--- config.mk ---
export PLATFORM = sky130hd
export DESIGN_NAME = tws_slave
export DESIGN_NICKNAME = d
export VERILOG_FILES = /design/src/design/tws_pkg.sv /design/src/design/tws_slave.sv
export SDC_FILE = /design/constraint.sdc
export NUM_CORES = 1
export LEC_CHECK = 0
export BUFFER_PORTS_ARGS = -buffer_cell sky130_fd_sc_hd__buf_4
export CORE_UTILIZATION = 63
export CTS_BUF_LIST = sky130_fd_sc_hd__clkbuf_8
export DETAILED_ROUTE_END_ITERATION = 6
export PLACE_DENSITY = 0.95
export SLEW_MARGIN = 20
export SYNTH_ARGS = -nofsm -noshare
export SYNTH_HDL_FRONTEND = slang
export SYNTH_SLANG_ARGS = --single-unit
--- constraint.sdc ---
create_clock -name ref_clk -period 2.65 [get_ports ref_clk]
set_input_delay 0.3975 -clock ref_clk [delete_from_list [all_inputs] [get_ports ref_clk]]
set_output_delay 0.3975 -clock ref_clk [all_outputs]
set_load 0.01 [all_outputs]
--- src/design/tws_pkg.sv ---
// Purpose: Shared constants and state types for the two-wire slave register port.
// Assumes: Register contents live outside the port and are reached through its strobes.
// Notes: Pointer locations 00h..05h; the pointer wraps from the last location to the first.
package tws_pkg;
    // Slave address and direction encoding.
    localparam logic [6:0] TWS_SLAVE_ADDR = 7'h68;
    localparam logic TWS_DIR_WRITE = 1'b0;
    localparam logic TWS_DIR_READ = 1'b1;

    // Register pointer range.
    localparam logic [7:0] TWS_PTR_FIRST = 8'h00;
    localparam logic [7:0] TWS_PTR_LAST = 8'h05;
    localparam logic [7:0] TWS_PTR_RESET = 8'h00;
    localparam logic [7:0] TWS_PTR_CNT_B0 = 8'h00;
    localparam logic [7:0] TWS_PTR_CNT_B3 = 8'h03;
    localparam logic [7:0] TWS_PTR_OSC_CTRL = 8'h04;
    localparam logic [7:0] TWS_PTR_TRICKLE = 8'h05;

    // Bit positions and counts.
    localparam int TWS_BITS_PER_BYTE = 8;
    localparam logic [2:0] TWS_LAST_BIT = 3'h7;
    localparam int TWS_MSB = 7;
    localparam int TWS_DIR_POS = 0;

    // Transfer sequencer states.
    typedef enum logic [2:0] {
        TWS_ST_IDLE,
        TWS_ST_RX,
        TWS_ST_RXEND,
        TWS_ST_ACK,
        TWS_ST_TX,
        TWS_ST_TXACK,
        TWS_ST_IGNORE
    } tws_state_e;

    // Meaning of the byte being received.
    typedef enum logic [1:0] {
        TWS_PH_ADDR,
        TWS_PH_PTR,
        TWS_PH_DATA
    } tws_phase_e;

    // Pointer advance with wrap from the last location back to the first.
    function automatic logic [7:0] tws_next_ptr(input logic [7:0] ptr);
        tws_next_ptr = (ptr >= TWS_PTR_LAST) ? TWS_PTR_FIRST : ptr + 8'h01;
    endfunction : tws_next_ptr
endpackage : tws_pkg

--- src/design/tws_slave.sv ---
// Purpose: Two-wire bus slave that exposes a six-location register pointer port.
// Assumes: ref_clk is far faster than SCL; rd_data follows reg_ptr combinationally.
// Notes: SCL is never stretched; SDA is driven low only through sda_oe.
`timescale 1ns/1ps
module tws_slave (
    // Clock and reset.
    input wire logic ref_clk,
    input wire logic reset,
    // Two-wire bus pins.
    input wire logic scl_in,
    input wire logic sda_in,
    output logic sda_out,
    output logic sda_oe,
    // Register side.
    output logic [7:0] reg_ptr,
    output logic wr_strobe,
    output logic [7:0] wr_addr,
    output logic [7:0] wr_data,
    output logic rd_strobe,
    input wire logic [7:0] rd_data,
    // Power monitor.
    input wire logic power_fail
);
    import tws_pkg::*;

    logic scl_m_r, scl_s_r, scl_d_r;
    logic sda_m_r, sda_s_r, sda_d_r;
    logic scl_rise, scl_fall, start_det, stop_det;

    tws_state_e state_r, state_nxt;
    tws_phase_e phase_r, phase_nxt;
    logic [2:0] bit_cnt_r, bit_cnt_nxt;
    logic [7:0] shift_r, shift_nxt;
    logic [7:0] ptr_r, ptr_nxt;
    logic dir_r, dir_nxt;
    logic mack_r, mack_nxt;
    logic oe_r, oe_nxt;
    logic wr_stb_r, wr_stb_nxt;
    logic [7:0] wr_addr_r, wr_addr_nxt;
    logic [7:0] wr_data_r, wr_data_nxt;
    logic rd_stb_r, rd_stb_nxt;

    // Two-stage synchronisers plus a delayed copy for edge detection; only the
    // second stage and later are looked at, so metastability stays contained.
    always_ff @(posedge ref_clk) begin
        if (reset) begin
            scl_m_r <= 1'b1;
            scl_s_r <= 1'b1;
            scl_d_r <= 1'b1;
            sda_m_r <= 1'b1;
            sda_s_r <= 1'b1;
            sda_d_r <= 1'b1;
        end else begin
            scl_m_r <= scl_in;
            scl_s_r <= scl_m_r;
            scl_d_r <= scl_s_r;
            sda_m_r <= sda_in;
            sda_s_r <= sda_m_r;
            sda_d_r <= sda_s_r;
        end
    end

    // Bus events decoded from the synchronised lines.
    assign scl_rise = scl_s_r & ~scl_d_r;
    assign scl_fall = ~scl_s_r & scl_d_r;
    assign start_det = scl_s_r & scl_d_r & sda_d_r & ~sda_s_r;
    assign stop_det = scl_s_r & scl_d_r & ~sda_d_r & sda_s_r;

    // Transfer sequencer; START and STOP override every state.
    always_comb begin
        state_nxt = state_r;
        phase_nxt = phase_r;
        bit_cnt_nxt = bit_cnt_r;
        shift_nxt = shift_r;
        ptr_nxt = ptr_r;
        dir_nxt = dir_r;
        mack_nxt = mack_r;
        oe_nxt = oe_r;
        wr_stb_nxt = 1'b0;
        wr_addr_nxt = wr_addr_r;
        wr_data_nxt = wr_data_r;
        rd_stb_nxt = 1'b0;
        if (start_det) begin
            // A repeated START is handled exactly like a first one.
            state_nxt = TWS_ST_RX;
            phase_nxt = TWS_PH_ADDR;
            bit_cnt_nxt = 3'h0;
            oe_nxt = 1'b0;
        end else if (stop_det) begin
            state_nxt = TWS_ST_IDLE;
            oe_nxt = 1'b0;
        end else begin
            case (state_r)
                TWS_ST_IDLE: begin
                    oe_nxt = 1'b0;
                end
                TWS_ST_RX: begin
                    // Sample on the rising edge, once per clock pulse.
                    if (scl_rise) begin
                        shift_nxt = {shift_r[TWS_MSB-1:0], sda_s_r};
                        bit_cnt_nxt = bit_cnt_r + 3'h1;
                        if (bit_cnt_r == TWS_LAST_BIT) begin
                            state_nxt = TWS_ST_RXEND;
                        end
                    end
                end
                TWS_ST_RXEND: begin
                    // Acknowledge is set up in the low phase after the eighth bit.
                    if (scl_fall) begin
                        case (phase_r)
                            TWS_PH_ADDR: begin
                                if (shift_r[TWS_MSB:1] == TWS_SLAVE_ADDR && !power_fail) begin
                                    dir_nxt = shift_r[TWS_DIR_POS];
                                    oe_nxt = 1'b1;
                                    state_nxt = TWS_ST_ACK;
                                end else begin
                                    state_nxt = TWS_ST_IGNORE;
                                end
                            end
                            TWS_PH_PTR: begin
                                if (!power_fail) begin
                                    ptr_nxt = shift_r;
                                    oe_nxt = 1'b1;
                                    state_nxt = TWS_ST_ACK;
                                end else begin
                                    state_nxt = TWS_ST_IGNORE;
                                end
                            end
                            default: begin
                                if (!power_fail) begin
                                    wr_stb_nxt = 1'b1;
                                    wr_addr_nxt = ptr_r;
                                    wr_data_nxt = shift_r;
                                    ptr_nxt = tws_next_ptr(ptr_r);
                                    oe_nxt = 1'b1;
                                    state_nxt = TWS_ST_ACK;
                                end else begin
                                    state_nxt = TWS_ST_IGNORE;
                                end
                            end
                        endcase
                    end
                end
                TWS_ST_ACK: begin
                    // Hold SDA low for the whole ninth pulse; on its fall release it, or drive the first read bit.
                    if (scl_fall) begin
                        bit_cnt_nxt = 3'h0;
                        if (phase_r == TWS_PH_ADDR && dir_r == TWS_DIR_READ) begin
                            shift_nxt = rd_data;
                            rd_stb_nxt = 1'b1;
                            ptr_nxt = tws_next_ptr(ptr_r);
                            oe_nxt = ~rd_data[TWS_MSB];
                            state_nxt = TWS_ST_TX;
                        end else begin
                            oe_nxt = 1'b0;
                            phase_nxt = (phase_r == TWS_PH_ADDR) ? TWS_PH_PTR : TWS_PH_DATA;
                            state_nxt = TWS_ST_RX;
                        end
                    end
                end
                TWS_ST_TX: begin
                    // Shift the next bit out only while SCL is low.
                    if (scl_fall) begin
                        if (bit_cnt_r == TWS_LAST_BIT) begin
                            oe_nxt = 1'b0;
                            state_nxt = TWS_ST_TXACK;
                        end else begin
                            shift_nxt = {shift_r[TWS_MSB-1:0], 1'b0};
                            oe_nxt = ~shift_r[TWS_MSB-1];
                            bit_cnt_nxt = bit_cnt_r + 3'h1;
                        end
                    end
                end
                TWS_ST_TXACK: begin
                    if (scl_rise) begin
                        mack_nxt = ~sda_s_r;
                    end
                    if (scl_fall) begin
                        bit_cnt_nxt = 3'h0;
                        if (mack_r && !power_fail) begin
                            shift_nxt = rd_data;
                            rd_stb_nxt = 1'b1;
                            ptr_nxt = tws_next_ptr(ptr_r);
                            oe_nxt = ~rd_data[TWS_MSB];
                            state_nxt = TWS_ST_TX;
                        end else begin
                            oe_nxt = 1'b0;
                            state_nxt = TWS_ST_IGNORE;
                        end
                    end
                end
                TWS_ST_IGNORE: begin
                    oe_nxt = 1'b0;
                end
                default: begin
                    state_nxt = TWS_ST_IDLE;
                    oe_nxt = 1'b0;
                end
            endcase
        end
    end

    // Sequencer registers; the pointer is reset only here and survives transfers.
    always_ff @(posedge ref_clk) begin
        if (reset) begin
            state_r <= TWS_ST_IDLE;
            phase_r <= TWS_PH_ADDR;
            bit_cnt_r <= 3'h0;
            shift_r <= 8'h00;
            ptr_r <= TWS_PTR_RESET;
            dir_r <= TWS_DIR_WRITE;
            mack_r <= 1'b0;
            oe_r <= 1'b0;
            wr_stb_r <= 1'b0;
            wr_addr_r <= 8'h00;
            wr_data_r <= 8'h00;
            rd_stb_r <= 1'b0;
        end else begin
            state_r <= state_nxt;
            phase_r <= phase_nxt;
            bit_cnt_r <= bit_cnt_nxt;
            shift_r <= shift_nxt;
            ptr_r <= ptr_nxt;
            dir_r <= dir_nxt;
            mack_r <= mack_nxt;
            oe_r <= oe_nxt;
            wr_stb_r <= wr_stb_nxt;
            wr_addr_r <= wr_addr_nxt;
            wr_data_r <= wr_data_nxt;
            rd_stb_r <= rd_stb_nxt;
        end
    end

    // Outputs straight from flops; the pin data is a constant low, drive is via enable.
    assign sda_out = 1'b0;
    assign sda_oe = oe_r;
    assign reg_ptr = ptr_r;
    assign wr_strobe = wr_stb_r;
    assign wr_addr = wr_addr_r;
    assign wr_data = wr_data_r;
    assign rd_strobe = rd_stb_r;
endmodule : tws_slave

==> flow_metrics.tcl, run 1 <==
set metrics [dict create \
    via_count 2253 \
    slew_violations 0 \
    synth_most_common_cell "dfxtp_1" \
    ctsResizeCount 0 \
    gp_congestion 0.9433 \
    drt_first_pass_iters 4 \
    wire_per_inst_um 16.07 \
    cp.depth 5 \
    ys_seq_elements 51 \
    drt_iter0_markers 215 \
    setup_violations 0 \
    cp_top_family "simple AND/OR/NAND/NOR gates" \
    rsz0062_at_grt "false" \
    nets 333 \
    synth.cell_area_um2 2537 \
    grt_pass1_wl_um 9563 \
    min_path_type "input pin to flip-flop" \
    cts_hold_buffers 0 \
    cp_data_required_time_ps 2870 \
    rrSetupSlack_ps 490 \
    synth_edf_count 0 \
    crit_path_max_incr_delay_ps 760 \
    synth_cell_types 60 \
    slowest_stage "dfxtp_1" \
    grt_use_total 0.2936 \
    dp_hpwl_um 4044 \
    p_sw_mw 0.3576 \
    crit_fanout 19 \
    synth_top_area_frac 0.4024 \
    fin_setup_tns_ps 0 \
    reg2reg_to "shift_r[1]" \
    slew_headroom 0.5587 \
    syn_inst 281 \
    numCtsBuffers 5 \
    p_int_mw 1.018 \
    synth.top_cells.by_area "dfxtp_1, mux2i_1, nor2_1" \
    dieWidth_um 65.47 \
    worst_setup_path_start_kind "flip-flop" \
    worstHoldEndpoint "sda_m_r" \
    cts_tree "yes" \
    diodes 0 \
    r2r_cells 5 \
    clockPowerShare 0.333 \
    synth_largest_area_cell "dfxtp_1" \
    skew_ps 7.896 \
    floorplan.rows 22 \
    hold_path_depth 2 \
    postRouteAntennaNets 0 \
    cp-end-kind "flip-flop" \
    path_class "flip-flop to flip-flop" \
    worst_pin_slew_ps 661.1 \
    hold_slack_ps 264.2 \
    fin_crit_sh 0.8138 \
    core_area_um2 3771 \
    clk_latency_ps 310 \
    antenna_found_initial 0 \
    start_util 0.6729 \
    syn_to_final_growth_pct 14.74 \
    p_sw_frac 0.2600 \
    htreeDepth 2 \
    min_period_ps 2157 \
    clk_pin_slew_ps 100 \
    yosysWarnings 0 \
    clock_path_buffers 2 \
    port_buffers 39 \
    crit_chain "and3b_1, nand2_1, and4_1, a21oi_1, a311oi_1" \
    ys_top_cells_by_count "dfxtp_1, nor2_1, mux2i_1" \
    ios 41 \
    grt_pass1_vias 1983 \
    ys.flop_type "dfxtp_1" \
    cts_root_buffer "clkbuf_8" \
    synth_nets 299 \
    layout-drive-gt1-share 0.2247 \
    synthArstFlopShare 0 \
    ys_seq_area_frac 0.4024 \
    status "complete, no violations" \
    cts_setup_buffers 0 \
    viasPerCell 6.190 \
    power_frac_comb 0.082 \
    hold_path_startpoint "sda_in" \
    arrival_ps 2380 \
    finalHoldViolCount 0 \
    reg2reg_from "state_r[1]" \
    ir_drop_mv 0.3236 \
    grt_max_degree 43 \
    synth.avg_cell_area_um2 9.030 \
    overflow 0 \
    power_frac_seq 0.585 \
    fmax_ghz 0.4637 \
    crit_buf_inv 0 \
    die_area_um2 4286 \
    cts_sinks 51 \
    powerDensity_nw_per_um2 472.4 \
    p_leak_nw 1.245 \
    die_h_um 65.47 \
    startpoint "state_r[1]" \
    cap_violations 0 \
    drc 0 \
    postRouteWirelength_um 5849 \
]
-- flip-flops by register name, summed over array words and instances (netlist names) --
name	flops
sda_oe	1
scl_s_r	1
mack_r	1
phase_r	2
scl_d_r	1
sda_m_r	1
scl_m_r	1
bit_cnt_r	3
wr_data	8
sda_s_r	1
wr_strobe	1
dir_r	1
wr_addr	8
state_r	3
rd_strobe	1
shift_r	8
sda_d_r	1
reg_ptr	8
-- stage by stage --
| step | worst slack, ps | area, um2 | power (mW) | std cells | util |
|---|---|---|---|---|---|
| global placement | 649.3 | 2824 | 0.9283 | 356 | 0.7488 |
| finish | 493.3 | 2912 | 1.375 | 364 | 0.7721 |
| detailed placement | 501.7 | 2824 | 0.9322 | 356 | 0.7488 |
| floorplan | 929.5 | 2537 | 0.8970 | 281 | - |
| CTS | 518.0 | 2912 | 1.371 | 364 | 0.7721 |
| global route | 283.1 | 2912 | 1.422 | 364 | 0.7721 |
-- metal layers --
layer  GRT usage  up-vias  routed length, um
met3     0.07292       16                462
met1      0.3908     1052               2570
met5           0        -                  0
met2      0.4536      101               2670
met4      0.1168        0                146
li1            -     1084                  -
-- worst register-to-register path: cells and delay by family, from the launching register on --
kind,cells,cell delay (ps)
and+or+nand+nor,3,910
DFF,1,760
AOI/OAI and AO/OA,2,400
-- power groups by stage --
stage,Combinational (mW),Clock [mW],Sequential (mW)
2_1_floorplan,0.0867,0,0.810
3_3_place_gp,0.109,0,0.820
3_5_place_dp,0.111,0,0.821
4_1_cts,0.112,0.456,0.803
5_1_grt,0.124,0.491,0.807
6_report,0.113,0.458,0.804
-- how the worst max path moves through the flow --
stage / endpoint / slack [ps]
5_1_grt: shift_r[6] / 280
3_5_place_dp: shift_r[7] / 500
2_1_floorplan: shift_r[3] / 930
6_report: shift_r[1] / 490
3_3_place_gp: shift_r[2] / 650
4_1_cts: shift_r[7] / 520
-- cells in the final DEF (no fill, tap or decap), drive strengths merged, types with 8 or more instances in the layout --
cell type / n
nand2b: 13
nor2: 39
nand3: 11
nand2: 13
dfxtp: 51
a21oi: 25
mux2i: 24
inv: 8
buf: 44
or2: 8
-- layout make-up --
type,count,area (um2)
Multi-Input combinational cell,206,1386
Sequential cell,51,1021
Fill cell,246,859.6
Timing Repair Buffer,44,330.3
Clock buffer,5,68.82
Tap cell,48,60.06
Inverter,7,26.28
Clock inverter,3,18.77
-- cell families (layout without fill, tap and decap cells) --
logic type                 Yosys count  in the layout  synth area share
AOI/OAI and AO/OA                   68             68            0.1923
xor gates and xnor gates             2              2          0.009864
adders and majority gates            5              5           0.02465
buffers and inverters               24             59           0.05128
DFF                                 51             51            0.4024
muxes                               24             24           0.09467
other                                1              1          0.001478
and+or+nand+nor                    106            106            0.2234
Note: power is estimated with default switching activity, not from simulation.
==> run 2: changes to the inputs <==
--- a/config.mk
+++ b/config.mk
@@ -5,11 +5,12 @@
 export SDC_FILE = /design/constraint.sdc
 export NUM_CORES = 1
 export LEC_CHECK = 0
+export ABC_AREA = 1
 export BUFFER_PORTS_ARGS = -buffer_cell sky130_fd_sc_hd__buf_4
-export CORE_UTILIZATION = 63
+export CORE_UTILIZATION = 53
 export CTS_BUF_LIST = sky130_fd_sc_hd__clkbuf_8
 export DETAILED_ROUTE_END_ITERATION = 6
-export PLACE_DENSITY = 0.95
+export PLACE_DENSITY = 0.86
 export SLEW_MARGIN = 20
 export SYNTH_ARGS = -nofsm -noshare
 export SYNTH_HDL_FRONTEND = slang
==> constraint.sdc (replaced) <==
create_clock -name ref_clk -period 1.9 [get_ports ref_clk]
set_input_delay 0.285 -clock ref_clk [delete_from_list [all_inputs] [get_ports ref_clk]]
set_output_delay 0.285 -clock ref_clk [all_outputs]
set_load 0.01 [all_outputs]
==> flow_metrics.tcl, run 2 <==
set metrics [dict create \
    setup_violations 0 \
    synth_largest_area_cell "dfxtp_1" \
    wire_per_inst_um 12.38 \
    synth_most_common_cell "nand2_1" \
    cts_setup_buffers 0 \
    cp_top_family "simple AND/OR/NAND/NOR gates" \
    finalHoldViolCount 0 \
    ys_top_cells_by_count "nand2_1, nor2_1, dfxtp_1" \
    synth.cell_area_um2 2537 \
    skew_ps 8.704 \
    ys.flop_type "dfxtp_1" \
    fmax_ghz 0.5692 \
    drt_first_pass_iters 6 \
    slowest_stage "dfxtp_1" \
    antenna_found_initial 0 \
    start_util 0.5671 \
    crit_chain "nand2_1, nor2_1, nand2_1, nand2_1, nor2_1, nand3_2, buf_4, nand2_1, nand2_1, nor2_1" \
    cts_tree "yes" \
    status "complete, but fails checks" \
    p_leak_nw 1.496 \
    synth_edf_count 0 \
    yosysWarnings 0 \
    fin_crit_sh 0.9247 \
    diodes 0 \
    grt_pass1_wl_um 10250 \
    cp_data_required_time_ps 2110 \
    synth_top_area_frac 0.4024 \
    cts_root_buffer "clkbuf_8" \
    r2r_cells 10 \
    gp_congestion 0.9121 \
    cp-end-kind "flip-flop" \
    port_buffers 39 \
    grt_use_total 0.2547 \
    drc 2 \
    hold_path_depth 2 \
    crit_buf_inv 1 \
    ir_drop_mv 0.6285 \
    min_path_type "input pin to flip-flop" \
    layout-drive-gt1-share 0.1738 \
    cp_common_cell "nand2_1" \
    floorplan.rows 24 \
    drt_iter0_markers 176 \
    clk_pin_slew_ps 100 \
    postRouteAntennaNets 0 \
    crit_path_max_incr_delay_ps 570 \
    arrival_ps 1970 \
    clk_latency_ps 320 \
    die_area_um2 5068 \
    ys_seq_elements 51 \
    slew_violations 0 \
    rsz0062_at_grt "false" \
    via_count 2455 \
    htreeDepth 2 \
    worst_setup_path_start_kind "flip-flop" \
    fillers 405 \
    grt_max_degree 38 \
    min_period_ps 1757 \
    dp_hpwl_um 4211 \
    numCtsBuffers 5 \
    clock_path_buffers 2 \
    violations "DRC" \
    synth_nets 397 \
    post-place-ws_ps 148.2 \
    core_area_um2 4474 \
    path_class "flip-flop to flip-flop" \
    postRouteWirelength_um 5844 \
    synth_cell_types 31 \
    synth.avg_cell_area_um2 6.695 \
    ios 41 \
    dieWidth_um 71.19 \
    synth.top_cells.by_area "dfxtp_1, nand2_1, nor2_1" \
    fin_setup_tns_ps 0 \
    nets 437 \
    viasPerCell 5.201 \
    cap_violations 0 \
    place_inst 464 \
    powerDensity_nw_per_um2 1084 \
    final_cells 472 \
    cp.depth 10 \
    syn_to_final_growth_pct 16.81 \
    syn_inst 379 \
    synthArstFlopShare 0 \
    cts_sinks 51 \
    ys_seq_area_frac 0.4024 \
    layout_common_cells "nand2_1, nor2_1, dfxtp_1" \
    die_h_um 71.19 \
    grt_pass1_vias 2272 \
    worst_slack_ps 143.1 \
    overflow 0 \
    crit_fanout 15 \
    layout_commonest_cell "nand2_1" \
]
-- run 2: cell count changes after synthesis, sizes merged, moves of 4 or more --
cell,before,now
nand2,13,94
a21oi,25,30
nand2b,13,0
nand3,11,20
mux2i,24,0
nor2,39,71
o21ai,7,32
a311oi,7,0
inv,7,43
nand4,1,5
or2,8,4
-- run 2: power breakdown --
part	internal, mW	switching, mW	total (mW)
clock	0.299	0.386	0.684
combinational	0.425	0.730	1.15
sequential	1.21	0.162	1.37
-- run 2: metrics by stage --
step | total power [mW] | hold WS [ps] | util | instance area, um2
floorplan | 2.247 | 357.4 | - | 2537
global placement | 2.500 | 391.9 | 0.6404 | 2865
detailed placement | 2.524 | 402.5 | 0.6404 | 2865
CTS | 3.211 | 153.5 | 0.6619 | 2962
global route | 3.462 | 145.2 | 0.6625 | 2964
finish | 3.212 | 156.5 | 0.6625 | 2964
-- run 2: worst paths after layout --
| kind | start | end | slack, ps |
|---|---|---|---|
| setup / recovery | state_r[0] | shift_r[2] | 140 |
| hold reg to reg | sda_m_r | sda_s_r | 420 |
| setup reg to reg | state_r[0] | shift_r[2] | 140 |
| hold / removal | sda_in | sda_m_r | 160 |
-- run 2: cell families (layout without fill, tap and decap cells) --
| kind of cell | count (synthesis) | count (layout) | synth area share |
|---|---|---|---|
| buffers and inverters | 56 | 97 | 0.09467 |
| adder cells (fa/ha/maj) | 5 | 5 | 0.02465 |
| XOR/XNOR | 2 | 2 | 0.006905 |
| flip-flops | 51 | 51 | 0.4024 |
| other | 1 | 1 | 0.001478 |
| AND/OR/NAND/NOR | 199 | 199 | 0.3388 |
| AO/OA/AOI/OAI | 65 | 65 | 0.1312 |
-- run 2: area by class of cell --
| class | instances | area [um2] | area share |
|---|---|---|---|
| well taps | 52 | 65.06 | 0.02195 |
| clock inverters | 2 | 13.76 | 0.004643 |
| repair buffers | 45 | 337.8 | 0.1140 |
| inverters | 44 | 167.7 | 0.05656 |
| flip-flops and latches | 51 | 1021 | 0.3444 |
| clock buffers | 6 | 82.58 | 0.02786 |
| multi-input cells | 272 | 1276 | 0.4306 |
-- run 2: timing repair --
item / in CTS / in global routing
hold buffers: 0 / 0
gates resized for setup: 0 / 2
endpoints found under the setup margin: 0 / 16
-- run 2: metal layers --
metal,track usage,part of all wire,vias to the layer above
li1,-,-,1274
met1,0.3533,0.46,1077
met2,0.4074,0.46,92
met3,0.04274,0.060,12
met4,0.07556,0.018,0
met5,0,0,-
==> run 3: changes to the inputs <==
--- a/config.mk
+++ b/config.mk
@@ -11,6 +11,7 @@
 export CTS_BUF_LIST = sky130_fd_sc_hd__clkbuf_8
 export DETAILED_ROUTE_END_ITERATION = 6
 export PLACE_DENSITY = 0.86
+export SETUP_SLACK_MARGIN = 0.2
 export SLEW_MARGIN = 20
 export SYNTH_ARGS = -nofsm -noshare
 export SYNTH_HDL_FRONTEND = slang
==> flow_metrics.tcl, run 3 (synthesis gave the netlist of run 2 again) <==
set metrics [dict create \
    min_period_ps 1640 \
    nets 438 \
    cp_common_cell "nand2_1" \
    cts_setup_buffers 0 \
    layout_common_cells "nand2_1, nor2_1, dfxtp_1" \
    crit_fanout 15 \
    layout-drive-gt1-share 0.1900 \
    worst_setup_path_start_kind "flip-flop" \
    hold_path_depth 2 \
    slowest_stage "dfxtp_2" \
    violations "DRC" \
    setup_violations 0 \
    cp.depth 10 \
    final_cells 473 \
    cts_root_buffer "clkbuf_8" \
    grt_use_met2 0.4074 \
    clock_path_buffers 2 \
    fin_total_pwr_mw 3.250 \
    cap_violations 0 \
    dp_hpwl_um 4211 \
    reg2reg_to "shift_r[2]" \
    final_util 0.6697 \
    core_area_um2 4474 \
    syn_to_final_growth_pct 18.10 \
    startpoint "state_r[0]" \
    drc 2 \
    fin_crit_sh 0.8633 \
    use_met3 0.04274 \
    worst_slack_ps 259.6 \
    wire_per_inst_um 12.99 \
    r2r_cells 10 \
    postRouteWirelength_um 6146 \
    rsz0062_at_grt "true" \
    antenna_found_initial 0 \
    dieWidth_um 71.19 \
    p_leak_nw 1.508 \
    cp-end-kind "flip-flop" \
    overflow 0 \
    reg2reg_from "state_r[0]" \
    cp-endpoint "shift_r[2]" \
    place_inst 464 \
    path_class "flip-flop to flip-flop" \
    start_util 0.5671 \
    post-place-ws_ps 148.2 \
    fmax_ghz 0.6096 \
    powerDensity_nw_per_um2 1084 \
    crit_buf_inv 1 \
    grt_pass1_vias 2272 \
    cp_top_family "simple AND/OR/NAND/NOR gates" \
    design_area_um2 2997 \
    via_count 2506 \
    clk_pin_slew_ps 90 \
    die_h_um 71.19 \
    clk_latency_ps 310 \
    cp_data_required_time_ps 2110 \
    grt.met1_usage 0.3533 \
    numCtsBuffers 5 \
    floorplan.rows 24 \
    busiest_layer "met2" \
    ios 41 \
    cts_sinks 51 \
    cts_tree "yes" \
    min_path_type "input pin to flip-flop" \
    cts_hold_buffers 0 \
    fin_setup_tns_ps 0 \
    status "complete, but fails checks" \
    crit_chain "nand2_1, nor2_1, nand2_1, nand2_1, nor2_1, nand3_2, buf_6, nand2_1, nand2_1, nor2_2" \
    fillers 398 \
    drt_first_pass_iters 7 \
    ir_drop_mv 0.6255 \
    postRouteAntennaNets 0 \
    htreeDepth 2 \
    viasPerCell 5.298 \
    finalHoldViolCount 0 \
    hold_slack_ps 162.2 \
    port_buffers 39 \
    drt_iter0_markers 168 \
    arrival_ps 1850 \
    die_area_um2 5068 \
    layout_commonest_cell "nand2_1" \
    crit_path_max_incr_delay_ps 460 \
    diodes 0 \
    grt_use_total 0.2547 \
    rrSetupSlack_ps 260 \
    gp_congestion 0.9121 \
    dpl_cell_area_um2 2865 \
    grt_max_degree 38 \
    skew_ps 12.02 \
    slew_violations 0 \
    grt_pass1_wl_um 10250 \
]
[run 3: changes by cell type in the layout (fill, tap and decap cells not counted), moves of 2 or more]
cell     previous run  this run
dfxtp_1            51        48
dfxtp_2             0         2
nor2_1             65        63
nor2_2              5         7
[run 3: area by class of cell]
cell class                      count  area (um2)  share of cell area
Timing Repair Buffer               45       341.6              0.1140
Timing Repair inverter              1       5.005            0.001670
Inverter                           44       170.2             0.05678
Tap cell                           52       65.06             0.02171
Multi-Input combinational cell    272        1291              0.4309
Sequential cell                    51        1027              0.3428
Clock buffer                        6       82.58             0.02756
Clock inverter                      2       13.76            0.004593
[run 3: power by group]
| group | internal [mW] | leakage (nW) | switching (mW) | total, mW |
|---|---|---|---|---|
| Sequential | 1.22 | 0.415 | 0.165 | 1.38 |
| Clock | 0.299 | 0.0516 | 0.379 | 0.678 |
| Combinational | 0.436 | 1.04 | 0.753 | 1.19 |
[run 3: worst min path at each step]
| stage | start | end |
|---|---|---|
| final | sda_in | sda_m_r |
| after global routing | sda_in | sda_m_r |
| after CTS | sda_in | sda_m_r |
| after detailed placement | sda_m_r | sda_s_r |
| after global placement | sda_m_r | sda_s_r |
| after floorplan | reset | wr_strobe |
[run 3: layer usage]
layer / vias up / routed length, um
met5: - / 0
met4: 0 / 78
met3: 10 / 347
met2: 96 / 2859
met1: 1126 / 2860
li1: 1274 / -
[run 3: repair_timing]
item                       in CTS  in global routing
setup endpoints to repair      20                 35
pin swaps                       0                  0
gates resized for setup         2                 10
cloned                          0                  1
